### src/rtl/pc_seq_defs.vh
`ifndef PC_SEQ_DEFS_VH
`define PC_SEQ_DEFS_VH
// ----------------------------------------------------------------
// data space map
// ----------------------------------------------------------------
`define STACK_TOP_ADDR 16'hFDFF
`define SFR_BASE_ADDR 16'hFE00
`define MAIN_ARITH_ADDR 16'hFE00
`define SECOND_OPER_ADDR 16'hFE01
`define THIRD_OPER_ADDR 16'hFE02
`define INDIRECT_TOP_ADDR 16'h007F
`define OPER_RESET 8'h00
// ----------------------------------------------------------------
// program space
// ----------------------------------------------------------------
`define RESET_VEC_LOW 17'h00000
`define RESET_VEC_ALT 17'h01E00
`define IRQ_VEC_BASE 17'h00003
`define IRQ_SOURCES 10
`define OPTION_LO 17'h01F00
`define OPTION_HI 17'h01FFF
// ----------------------------------------------------------------
// sequencer commands
// ----------------------------------------------------------------
`define CMD_NONE 4'h0
`define CMD_SEQ 4'h1
`define CMD_BRANCH 4'h2
`define CMD_JUMP_ABS 4'h3
`define CMD_CALL_ABS 4'h4
`define CMD_JUMP_REL 4'h5
`define CMD_CALL_REL 4'h6
`define CMD_CALL_ARITH 4'h7
`define CMD_RETURN 4'h8
`define CMD_IRQ 4'h9
// ----------------------------------------------------------------
// operand register update kinds
// ----------------------------------------------------------------
`define OP_NONE 3'h0
`define OP_WR8 3'h1
`define OP_WR16 3'h2
`define OP_WR24 3'h3
`endif

### src/rtl/ram9.v
`timescale 1ns/100ps
`default_nettype none
// small 9-bit wide data memory, registered read
module ram9 #(
    parameter AW = 8
) (
    input wire clk_in,
    input wire we_in,
    input wire [AW-1:0] waddr_in,
    input wire [8:0] wdata_in,
    input wire [AW-1:0] raddr_in,
    output reg [8:0] rdata_out
);
    reg [8:0] mem [0:(1<<AW)-1];
    // ----------------------------------------------------------------
    // write and registered read
    // ----------------------------------------------------------------
    // no reset: contents are undefined until software writes them
    always @(posedge clk_in) begin
        if (we_in) begin
            mem[waddr_in] <= wdata_in;
        end
        rdata_out <= mem[raddr_in];
    end
endmodule
`default_nettype wire

### src/rtl/pc_sequencer.v
`timescale 1ns/100ps
`default_nettype none
`include "pc_seq_defs.vh"
module pc_sequencer #(
    parameter RAM_AW = 8
) (
    input wire mclk_in,
    input wire nrst_in,
    input wire alt_start_in,
    input wire [3:0] cmd_in,
    input wire [2:0] inst_len_in,
    input wire [7:0] disp8_in,
    input wire [11:0] disp12_in,
    input wire [16:0] target_in,
    input wire [3:0] irq_src_in,
    input wire [15:0] ram_addr_in,
    input wire ram_we_in,
    input wire [7:0] ram_wdata_in,
    input wire ram_bit8_in,
    input wire [2:0] op_kind_in,
    input wire [23:0] op_result_in,
    input wire [5:0] ind_sel_in,
    input wire [15:0] ind_value_in,
    input wire ind_bit8_in,
    input wire lookup_bank_in,
    input wire [15:0] ext_low_in,
    output reg [16:0] pc_out,
    output reg rom_bank_flag_out,
    output reg [17:0] fetch_addr_out,
    output reg [15:0] stack_pointer_out,
    output reg [7:0] main_arith_reg_out,
    output reg [7:0] second_oper_out,
    output reg [7:0] third_oper_out,
    output reg [7:0] ram_rdata_out,
    output reg ram_bit8_out,
    output reg [17:0] lookup_addr_out,
    output reg [15:0] offset_addr_out,
    output reg [23:0] ext_addr_out,
    output reg option_area_out,
    output reg busy_out
);
    // ----------------------------------------------------------------
    // reset release
    // ----------------------------------------------------------------
    reg rst_meta;
    reg rst_sync;
    wire rst_n;
    always @(posedge mclk_in or negedge nrst_in) begin
        if (!nrst_in) begin
            rst_meta <= 1'b0;
            rst_sync <= 1'b0;
        end else begin
            rst_meta <= 1'b1;
            rst_sync <= rst_meta;
        end
    end
    assign rst_n = rst_sync;

    // ----------------------------------------------------------------
    // helpers
    // ----------------------------------------------------------------
    // 17-bit wrap keeps the bank flag out of the carry
    function [16:0] pc_add;
        input [16:0] base;
        input [16:0] delta;
        begin
            pc_add = base + delta;
        end
    endfunction

    function is_sfr;
        input [15:0] a;
        begin
            is_sfr = (a >= `SFR_BASE_ADDR);
        end
    endfunction

    // ----------------------------------------------------------------
    // state
    // ----------------------------------------------------------------
    localparam ST_RUN = 2'h0;
    localparam ST_PUSH_HI = 2'h1;
    localparam ST_POP_LO = 2'h2;
    localparam ST_POP_DONE = 2'h3;

    reg [1:0] state;
    reg [1:0] next_state;
    reg [16:0] next_pc;
    reg next_bank;
    reg [15:0] next_sp;
    reg [16:0] ret_pc; // address saved by a call or interrupt
    reg [16:0] next_ret_pc;
    reg [8:0] pop_hi;
    reg [8:0] next_pop_hi;
    reg start_seen;
    reg seq_we;
    reg [15:0] seq_addr;
    reg [8:0] seq_wdata;
    reg seq_rd;

    wire [16:0] len17 = {14'h0000, inst_len_in};
    wire [16:0] d8 = {{9{disp8_in[7]}}, disp8_in};
    wire [16:0] d12 = {{5{disp12_in[11]}}, disp12_in};
    wire [16:0] vec = `IRQ_VEC_BASE + {10'h000, irq_src_in, 3'h0};
    wire [16:0] next_seq = pc_add(pc_out, len17);
    wire [8:0] ram_rd;

    // ----------------------------------------------------------------
    // program counter sequencing
    // ----------------------------------------------------------------
    // calls need a second cycle to push the high part; busy stalls the core
    always @* begin
        next_state = ST_RUN;
        next_pc = pc_out;
        next_bank = rom_bank_flag_out;
        next_sp = stack_pointer_out;
        next_ret_pc = ret_pc;
        next_pop_hi = pop_hi;
        seq_we = 1'b0;
        seq_addr = stack_pointer_out;
        seq_wdata = 9'h000;
        seq_rd = 1'b0;
        case (state)
            ST_RUN: begin
                case (cmd_in)
                    `CMD_SEQ: begin
                        next_pc = next_seq;
                    end
                    `CMD_BRANCH: begin
                        next_pc = pc_add(next_seq, d8);
                    end
                    `CMD_JUMP_ABS: begin
                        next_pc = target_in;
                    end
                    `CMD_JUMP_REL: begin
                        next_pc = pc_add(pc_add(pc_out, 17'h00002), d12);
                    end
                    `CMD_CALL_ABS, `CMD_CALL_REL, `CMD_CALL_ARITH: begin
                        next_ret_pc = next_seq;
                        if (cmd_in == `CMD_CALL_ABS) begin
                            next_pc = target_in;
                        end else if (cmd_in == `CMD_CALL_REL) begin
                            next_pc = pc_add(pc_add(pc_out, 17'h00002), d12);
                        end else begin
                            next_pc = pc_add(pc_add(pc_out, 17'h00001),
                                {9'h000, main_arith_reg_out});
                        end
                        seq_we = 1'b1;
                        seq_addr = stack_pointer_out + 16'h0001;
                        seq_wdata = {rom_bank_flag_out, next_seq[7:0]};
                        next_state = ST_PUSH_HI;
                    end
                    `CMD_IRQ: begin
                        if ({1'b0, irq_src_in} < `IRQ_SOURCES) begin
                            next_ret_pc = pc_out;
                            next_pc = vec;
                            next_bank = 1'b0;
                            seq_we = 1'b1;
                            seq_addr = stack_pointer_out + 16'h0001;
                            seq_wdata = {rom_bank_flag_out, pc_out[7:0]};
                            next_state = ST_PUSH_HI;
                        end
                    end
                    `CMD_RETURN: begin
                        // only path that may set the bank; an interrupt can only clear it
                        seq_rd = 1'b1;
                        seq_addr = stack_pointer_out;
                        next_sp = stack_pointer_out - 16'h0001;
                        next_state = ST_POP_LO;
                    end
                    default: begin
                        next_state = ST_RUN;
                    end
                endcase
            end
            ST_PUSH_HI: begin
                seq_we = 1'b1;
                seq_addr = stack_pointer_out + 16'h0002;
                seq_wdata = ret_pc[16:8];
                next_sp = stack_pointer_out + 16'h0002;
            end
            ST_POP_LO: begin
                next_pop_hi = ram_rd; // high 9 bits from SP
                seq_rd = 1'b1;
                seq_addr = stack_pointer_out;
                next_sp = stack_pointer_out - 16'h0001;
                next_state = ST_POP_DONE;
            end
            ST_POP_DONE: begin
                next_pc = {pop_hi, ram_rd[7:0]};
                next_bank = ram_rd[8];
            end
            default: begin
                next_state = ST_RUN;
            end
        endcase
    end

    // strap sampled once after reset release, never under reset itself
    always @(posedge mclk_in or negedge rst_n) begin
        if (!rst_n) begin
            state <= ST_RUN;
            pc_out <= `RESET_VEC_LOW;
            rom_bank_flag_out <= 1'b0;
            stack_pointer_out <= 16'h0000;
            ret_pc <= 17'h00000;
            pop_hi <= 9'h000;
            start_seen <= 1'b0;
            busy_out <= 1'b1;
        end else if (!start_seen) begin
            start_seen <= 1'b1;
            pc_out <= alt_start_in ? `RESET_VEC_ALT : `RESET_VEC_LOW;
            rom_bank_flag_out <= 1'b0;
            busy_out <= 1'b0;
        end else begin
            state <= next_state;
            pc_out <= next_pc;
            rom_bank_flag_out <= next_bank;
            stack_pointer_out <= next_sp;
            ret_pc <= next_ret_pc;
            pop_hi <= next_pop_hi;
            busy_out <= (next_state != ST_RUN);
        end
    end

    // ----------------------------------------------------------------
    // fetch address and option area
    // ----------------------------------------------------------------
    // start cycle loads the strap address, so fetch must follow it too
    wire [16:0] load_pc = start_seen ? next_pc : (alt_start_in ? `RESET_VEC_ALT : `RESET_VEC_LOW);
    wire load_bank = start_seen && next_bank;
    // 18-bit byte address spans the 256K program space
    always @(posedge mclk_in or negedge rst_n) begin
        if (!rst_n) begin
            fetch_addr_out <= 18'h00000;
            option_area_out <= 1'b0;
        end else begin
            fetch_addr_out <= {load_bank, load_pc};
            option_area_out <= !load_bank && (load_pc >= `OPTION_LO)
                && (load_pc <= `OPTION_HI);
        end
    end

    // ----------------------------------------------------------------
    // data RAM access
    // ----------------------------------------------------------------
    // sequencer owns the port on its stack reads and writes; core writes are ignored while busy
    wire core_ram_we = ram_we_in && (state == ST_RUN) && (cmd_in == `CMD_NONE)
        && !is_sfr(ram_addr_in) && (ram_addr_in <= `STACK_TOP_ADDR);
    wire [15:0] ram_a_full = (seq_we || seq_rd) ? seq_addr : ram_addr_in;
    wire [RAM_AW-1:0] ram_a = ram_a_full[RAM_AW-1:0];

    ram9 #(
        .AW(RAM_AW)
    ) u_ram (
        .clk_in(mclk_in),
        .we_in(seq_we || core_ram_we),
        .waddr_in(ram_a),
        .wdata_in(seq_we ? seq_wdata : {ram_bit8_in, ram_wdata_in}),
        .raddr_in(ram_a),
        .rdata_out(ram_rd)
    );

    // ----------------------------------------------------------------
    // operand registers
    // ----------------------------------------------------------------
    wire sfr_we = ram_we_in && (state == ST_RUN);
    always @(posedge mclk_in or negedge rst_n) begin
        if (!rst_n) begin
            main_arith_reg_out <= `OPER_RESET;
            second_oper_out <= `OPER_RESET;
            third_oper_out <= `OPER_RESET;
        end else begin
            case (op_kind_in)
                `OP_WR8: begin
                    main_arith_reg_out <= op_result_in[7:0];
                end
                `OP_WR16: begin
                    {second_oper_out, main_arith_reg_out} <= op_result_in[15:0];
                end
                `OP_WR24: begin
                    {third_oper_out, second_oper_out, main_arith_reg_out} <=
                        op_result_in;
                end
                default: begin
                    if (sfr_we && ram_addr_in == `MAIN_ARITH_ADDR) begin
                        main_arith_reg_out <= ram_wdata_in;
                    end
                    if (sfr_we && ram_addr_in == `SECOND_OPER_ADDR) begin
                        second_oper_out <= ram_wdata_in;
                    end
                    if (sfr_we && ram_addr_in == `THIRD_OPER_ADDR) begin
                        third_oper_out <= ram_wdata_in;
                    end
                end
            endcase
        end
    end

    // ----------------------------------------------------------------
    // read data, derived addresses
    // ----------------------------------------------------------------
    // SFR reads at FE00..FE02 return the operand registers with the ninth bit zero; other SFR addresses read RAM
    reg [15:0] rd_addr_q;
    always @(posedge mclk_in or negedge rst_n) begin
        if (!rst_n) begin
            rd_addr_q <= 16'h0000;
            lookup_addr_out <= 18'h00000;
            offset_addr_out <= 16'h0000;
            ext_addr_out <= 24'h000000;
        end else begin
            rd_addr_q <= ram_addr_in;
            // indirect register sits at RAM pair 2n, 2n+1
            lookup_addr_out <= {lookup_bank_in, ind_bit8_in, ind_value_in};
            offset_addr_out <= ind_value_in
                + {{8{third_oper_out[7]}}, third_oper_out};
            ext_addr_out <= {second_oper_out, ext_low_in};
        end
    end
    // ind_sel_in names R0..R63 at byte 2n; RAM below 0080H holds them
    wire [15:0] ind_byte_addr = {9'h000, ind_sel_in, 1'b0};
    wire ind_ok = (ind_byte_addr < `INDIRECT_TOP_ADDR);

    // extra register keeps read data a clean flop output, at one more cycle
    always @(posedge mclk_in or negedge rst_n) begin
        if (!rst_n) begin
            ram_rdata_out <= 8'h00;
            ram_bit8_out <= 1'b0;
        end else begin
            case (rd_addr_q)
                `MAIN_ARITH_ADDR: begin
                    ram_rdata_out <= main_arith_reg_out;
                    ram_bit8_out <= 1'b0;
                end
                `SECOND_OPER_ADDR: begin
                    ram_rdata_out <= second_oper_out;
                    ram_bit8_out <= 1'b0;
                end
                `THIRD_OPER_ADDR: begin
                    ram_rdata_out <= third_oper_out;
                    ram_bit8_out <= 1'b0;
                end
                default: begin
                    ram_rdata_out <= ram_rd[7:0];
                    ram_bit8_out <= ram_rd[8] && ind_ok;
                end
            endcase
        end
    end
endmodule
`default_nettype wire

### config.mk
export PLATFORM = sky130hd
export DESIGN_NAME = pc_sequencer
export DESIGN_NICKNAME = d
export VERILOG_FILES = /design/src/rtl/ram9.v /design/src/rtl/pc_sequencer.v
export VERILOG_INCLUDE_DIRS = /design/src /design/src/rtl
export SDC_FILE = /design/constraint.sdc
export NUM_CORES = 2
export LEC_CHECK = 0
export ABC_CLOCK_PERIOD_IN_PS = 5600
export BUFFER_PORTS_ARGS = -buffer_cell sky130_fd_sc_hd__buf_2
export CORE_MARGIN = 8
export CORE_UTILIZATION = 40
export CTS_CLUSTER_SIZE = 8
export DETAILED_ROUTE_END_ITERATION = 6
export HOLD_SLACK_MARGIN = 0.03
export PLACE_DENSITY_LB_ADDON = 0.12
export SLEW_MARGIN = 20
export SYNTH_ARGS = -nofsm -noshare
export SYNTH_HDL_FRONTEND = slang
export SYNTH_SLANG_ARGS = --single-unit
### constraint.sdc
create_clock -name mclk_in -period 5.6 [get_ports mclk_in]
set_input_delay 0.56 -clock mclk_in [delete_from_list [all_inputs] [get_ports mclk_in]]
set_output_delay 0.56 -clock mclk_in [all_outputs]
set_load 0.03 [all_outputs]
==> metrics.log <==
INFO  metric yosys_most_used_dff = edfxtp_1
INFO  metric post_synth_edffs = 2304
INFO  metric dieArea = 0.277 mm²
INFO  metric num_vias = 74011
INFO  metric cts-root-to-sink-buffers = 4
INFO  metric endpoint_of_the_worst_slack_reg_to_reg_timing_path = u_ram.rdata_out[3]$_DFF_P_
INFO  metric vdd_drop_max = 461 µV
INFO  metric place.detailed.hpwl = 266000 µm
INFO  metric synth_async_sr_flop_share = 0.0670
INFO  metric pin_count = 289
INFO  metric synthesis.area_per_instance = 13.2 µm²
INFO  metric r2r_start = state[1]$_DFFE_PN0P_
INFO  metric cp-start-kind = register
INFO  metric layout_cells_sized_above_1 = 0.169
INFO  metric period_share = 0.975
INFO  metric pin_count_of_the_biggest_net_entering_global_routing = 214
INFO  metric fin_nets = 9037
INFO  metric synth_seq_cells = 2479
INFO  metric end_kind = register
INFO  metric final_setup_violating_endpoints = 0
INFO  metric clock-root-buffer = clkbuf_16
INFO  metric power.static_leakage = 44.6 nW
INFO  metric criticalPathCategory = register to register
INFO  metric synth.area.top_cells = edfxtp_1 66%, nand2_1 5.7%, dfrtp_1 4.0%
INFO  metric core_area = 0.259 mm²
INFO  metric finalHoldWorstSlack = 69.2 ps
INFO  metric worstHoldPathCells = 3
INFO  metric average_via_count_per_standard_cell = 6.00
INFO  metric routed_wire_length_per_instance = 32.8 µm
INFO  metric worst_clock_skew = 76.9 ps
INFO  metric dr.first_iter.drc_count = 9015
INFO  metric cts_tree = done
INFO  metric detailedRoute.firstPassIterationCount = 7
INFO  metric route.detailed.drc = 12
INFO  metric gp_congestion = 0.935
INFO  metric portBuffers = 282
INFO  metric synth-warning-count = 0
INFO  metric cts_buffers = 354
INFO  metric clk_pin_slew = 50 ps
INFO  metric failing_checks = DRC
INFO  metric worst-r2r-cell-count = 14
INFO  metric critical_path_peak_fanout = 56
INFO  metric dieHeight = 527 µm
INFO  metric grt_pass1_vias = 71178
INFO  metric die_width = 527 µm
INFO  metric antenna_found_initial = 25
INFO  metric min-delay-path-class = input port to register
INFO  metric grt_setup_unrepaired = false
INFO  metric grt_overflow_total = 0
INFO  metric crit_arrival = 6220 ps
INFO  metric detail_route.wirelength = 405000 µm
INFO  metric max-cap-violations = 0
INFO  metric yosys.area.top_type = edfxtp_1
INFO  metric synth_cell_type_count = 105
INFO  metric result_of_the_run = complete, but fails checks
INFO  metric clock-sinks = 2479
INFO  metric synth.yosys.seq_area_share = 0.705
INFO  metric holdCritStartpoint = ram_wdata_in[7]
INFO  metric grt_first_pass_wirelength = 560000 µm
INFO  metric flow.area_growth_from_synthesis = 19.6%
INFO  metric floorplan.initialDensity = 0.402
INFO  metric drt.antenna.violating_nets = 0
INFO  metric num_rows = 187
INFO  metric period_minus_slack = 5460 ps
INFO  metric fmaxAchievable = 0.183 GHz
INFO  metric post-synth-top-area-fraction = 0.663
INFO  metric pre_cts_slack = -131 ps
INFO  metric p_per_area = 552 mW/mm²
INFO  metric worst-slew-pin-transition = 1240 ps
INFO  metric htree_levels = 5
INFO  metric grt_util_all_layers = 0.280
INFO  metric timing.reg2reg.setup_slack = 140 ps
INFO  metric worstSkewPairLatency = 910 ps
INFO  metric timing.max_slew.rel_slack = 0.167
INFO  metric worst_hold_path.endpoint = third_oper_out[7]$_DFFE_PN0P_
INFO  metric finalHoldViolations = 0
INFO  metric worst-endpoint-required = 6360 ps
INFO  metric timing.final.ws_setup = 139 ps
INFO  metric finalMaxSlewViolations = 0
INFO  metric post_synth_instance_area = 0.104 mm²
INFO  metric postSynthCellCount = 7900
-- synth_stat cells (31+ instances only) --
master / n
nand2_1: 1585
buf_2: 276
and3_1: 199
edfxtp_1: 2304
a21oi_1: 177
ha_1: 85
dfrtp_1: 165
a221oi_1: 31
nand3_1: 533
mux2i_1: 332
nor2_1: 441
buf_4: 63
a311oi_1: 78
nor4_1: 41
o211ai_1: 34
a32oi_1: 136
a2111oi_0: 53
o22ai_1: 51
clkbuf_1: 174
a211oi_1: 157
nor3_1: 46
inv_1: 53
xor2_1: 38
o21ai_0: 155
nand4_1: 94
a31oi_1: 112
xnor2_1: 46
-- placed cells by master (no fill, tap or decap), types with 136 or more instances in the layout --
cell type  Yosys  routed
nor2_1       441     424
nand2_1     1585    1582
nand3_1      533     533
and3_1       199     199
mux2i_1      332     332
a211oi_1     157     157
dfrtp_1      165     164
a32oi_1      136     136
buf_4         63     635
clkbuf_16      0     358
buf_2        276     283
o21ai_0      155     154
edfxtp_1    2304    2304
a21oi_1      177     177
-- cells by family (layout without fill, tap and decap cells) --
logic type / after synthesis / in the layout / share of synthesized area
flip-flops: 2479 / 2479 / 0.705
AND/OR/NAND/NOR: 3068 / 3068 / 0.129
adder cells (fa/ha/maj): 90 / 90 / 0.0112
multiplexers: 363 / 363 / 0.0355
buffers and inverters: 599 / 1622 / 0.0275
XOR/XNOR: 84 / 84 / 0.00705
AO/OA/AOI/OAI: 1216 / 1217 / 0.0846
other: 1 / 11 / 0.0000359
-- how the worst max path moves through the flow --
stage	from	to	slack [ps]	depth (start not counted)
5_1_grt	state[1]$_DFFE_PN0P_	u_ram.rdata_out[6]$_DFF_P_	30	16
6_report	state[1]$_DFFE_PN0P_	u_ram.rdata_out[3]$_DFF_P_	140	14
4_1_cts	state[1]$_DFFE_PN0P_	u_ram.rdata_out[3]$_DFF_P_	190	14
3_5_place_dp	cmd_in[2]	u_ram.rdata_out[3]$_DFF_P_	-130	14
2_1_floorplan	state[0]$_DFFE_PN0P_	u_ram.mem[0][1]$_DFFE_PP_	-1150	9
3_3_place_gp	cmd_in[2]	u_ram.rdata_out[4]$_DFF_P_	-380	15
-- report_power, final --
group | total (mW) | internal [mW] | switching [mW] | leakage, nW
Clock | 19.3 | 11.6 | 7.72 | 4.67
Sequential | 22.4 | 21.8 | 0.543 | 22.9
Combinational | 27.2 | 7.77 | 19.4 | 17.1
-- registers in the layout (all words and copies together), names as in the netlist, 2 cells and up --
| signal | count |
|---|---|
| rd_addr_q | 16 |
| ret_pc | 9 |
| ext_addr_out | 24 |
| u_ram.rdata_out | 9 |
| third_oper_out | 8 |
| lookup_addr_out | 18 |
| offset_addr_out | 16 |
| second_oper_out | 8 |
| stack_pointer_out | 16 |
| u_ram.mem | 2304 |
| fetch_addr_out | 18 |
| pop_hi | 9 |
| ram_rdata_out | 8 |
| main_arith_reg_out | 8 |
| state | 2 |
-- timing repair --
action	4_1_cts	5_1_grt
hold buffers	84	0
gates resized for setup	0	2
setup endpoints to repair	0	1
hold endpoints to repair	81	0
setup buffers	0	3
-- critical path, stage by stage, from the launching register on --
cell and delay (ps):
dfrtp_1 430, inv_1 140, ha_2 360, clkinv_1 390
a311oi_4 560, a211o_4 510, nand2_4 270, buf_12 280
a211oi_1 280, a311oi_1 80, nor3_1 430, a211oi_1 250
buf_4 240, or4_1 530, or4b_1 500
-- metrics by stage --
step	util	setup TNS [ps]	area, µm²	std cells	total power [mW]
floorplan	-	-2098760	104000	7901	36.7
global placement	0.440	-1680	114000	11758	49.1
detailed placement	0.440	-131	114000	11761	49.2
CTS	0.480	0	125000	12323	68.5
global route	0.481	0	125000	12328	70.8
finish	0.481	0	125000	12336	68.8
-- metal layers --
| layer | wire length, µm | GRT usage | vias to the layer above |
|---|---|---|---|
| met5 | 150 | 0 | - |
| met4 | 22000 | 0.127 | 22 |
| met3 | 38500 | 0.0670 | 881 |
| met2 | 182000 | 0.438 | 3845 |
| met1 | 161000 | 0.370 | 37616 |
| li1 | - | - | 31647 |
-- cell type report --
| class | count | area, µm² |
|---|---|---|
| antenna | 9 | 22.5 |
| clock buffer | 458 | 9340 |
| clock inverter | 20 | 297 |
| fill | 22709 | 135000 |
| inverter | 54 | 203 |
| multi-input combinational | 4824 | 28300 |
| sequential | 2479 | 73500 |
| tap | 3402 | 4260 |
| timing repair buffer | 1090 | 8790 |
No activity file was read; power rests on OpenSTA's default activity.
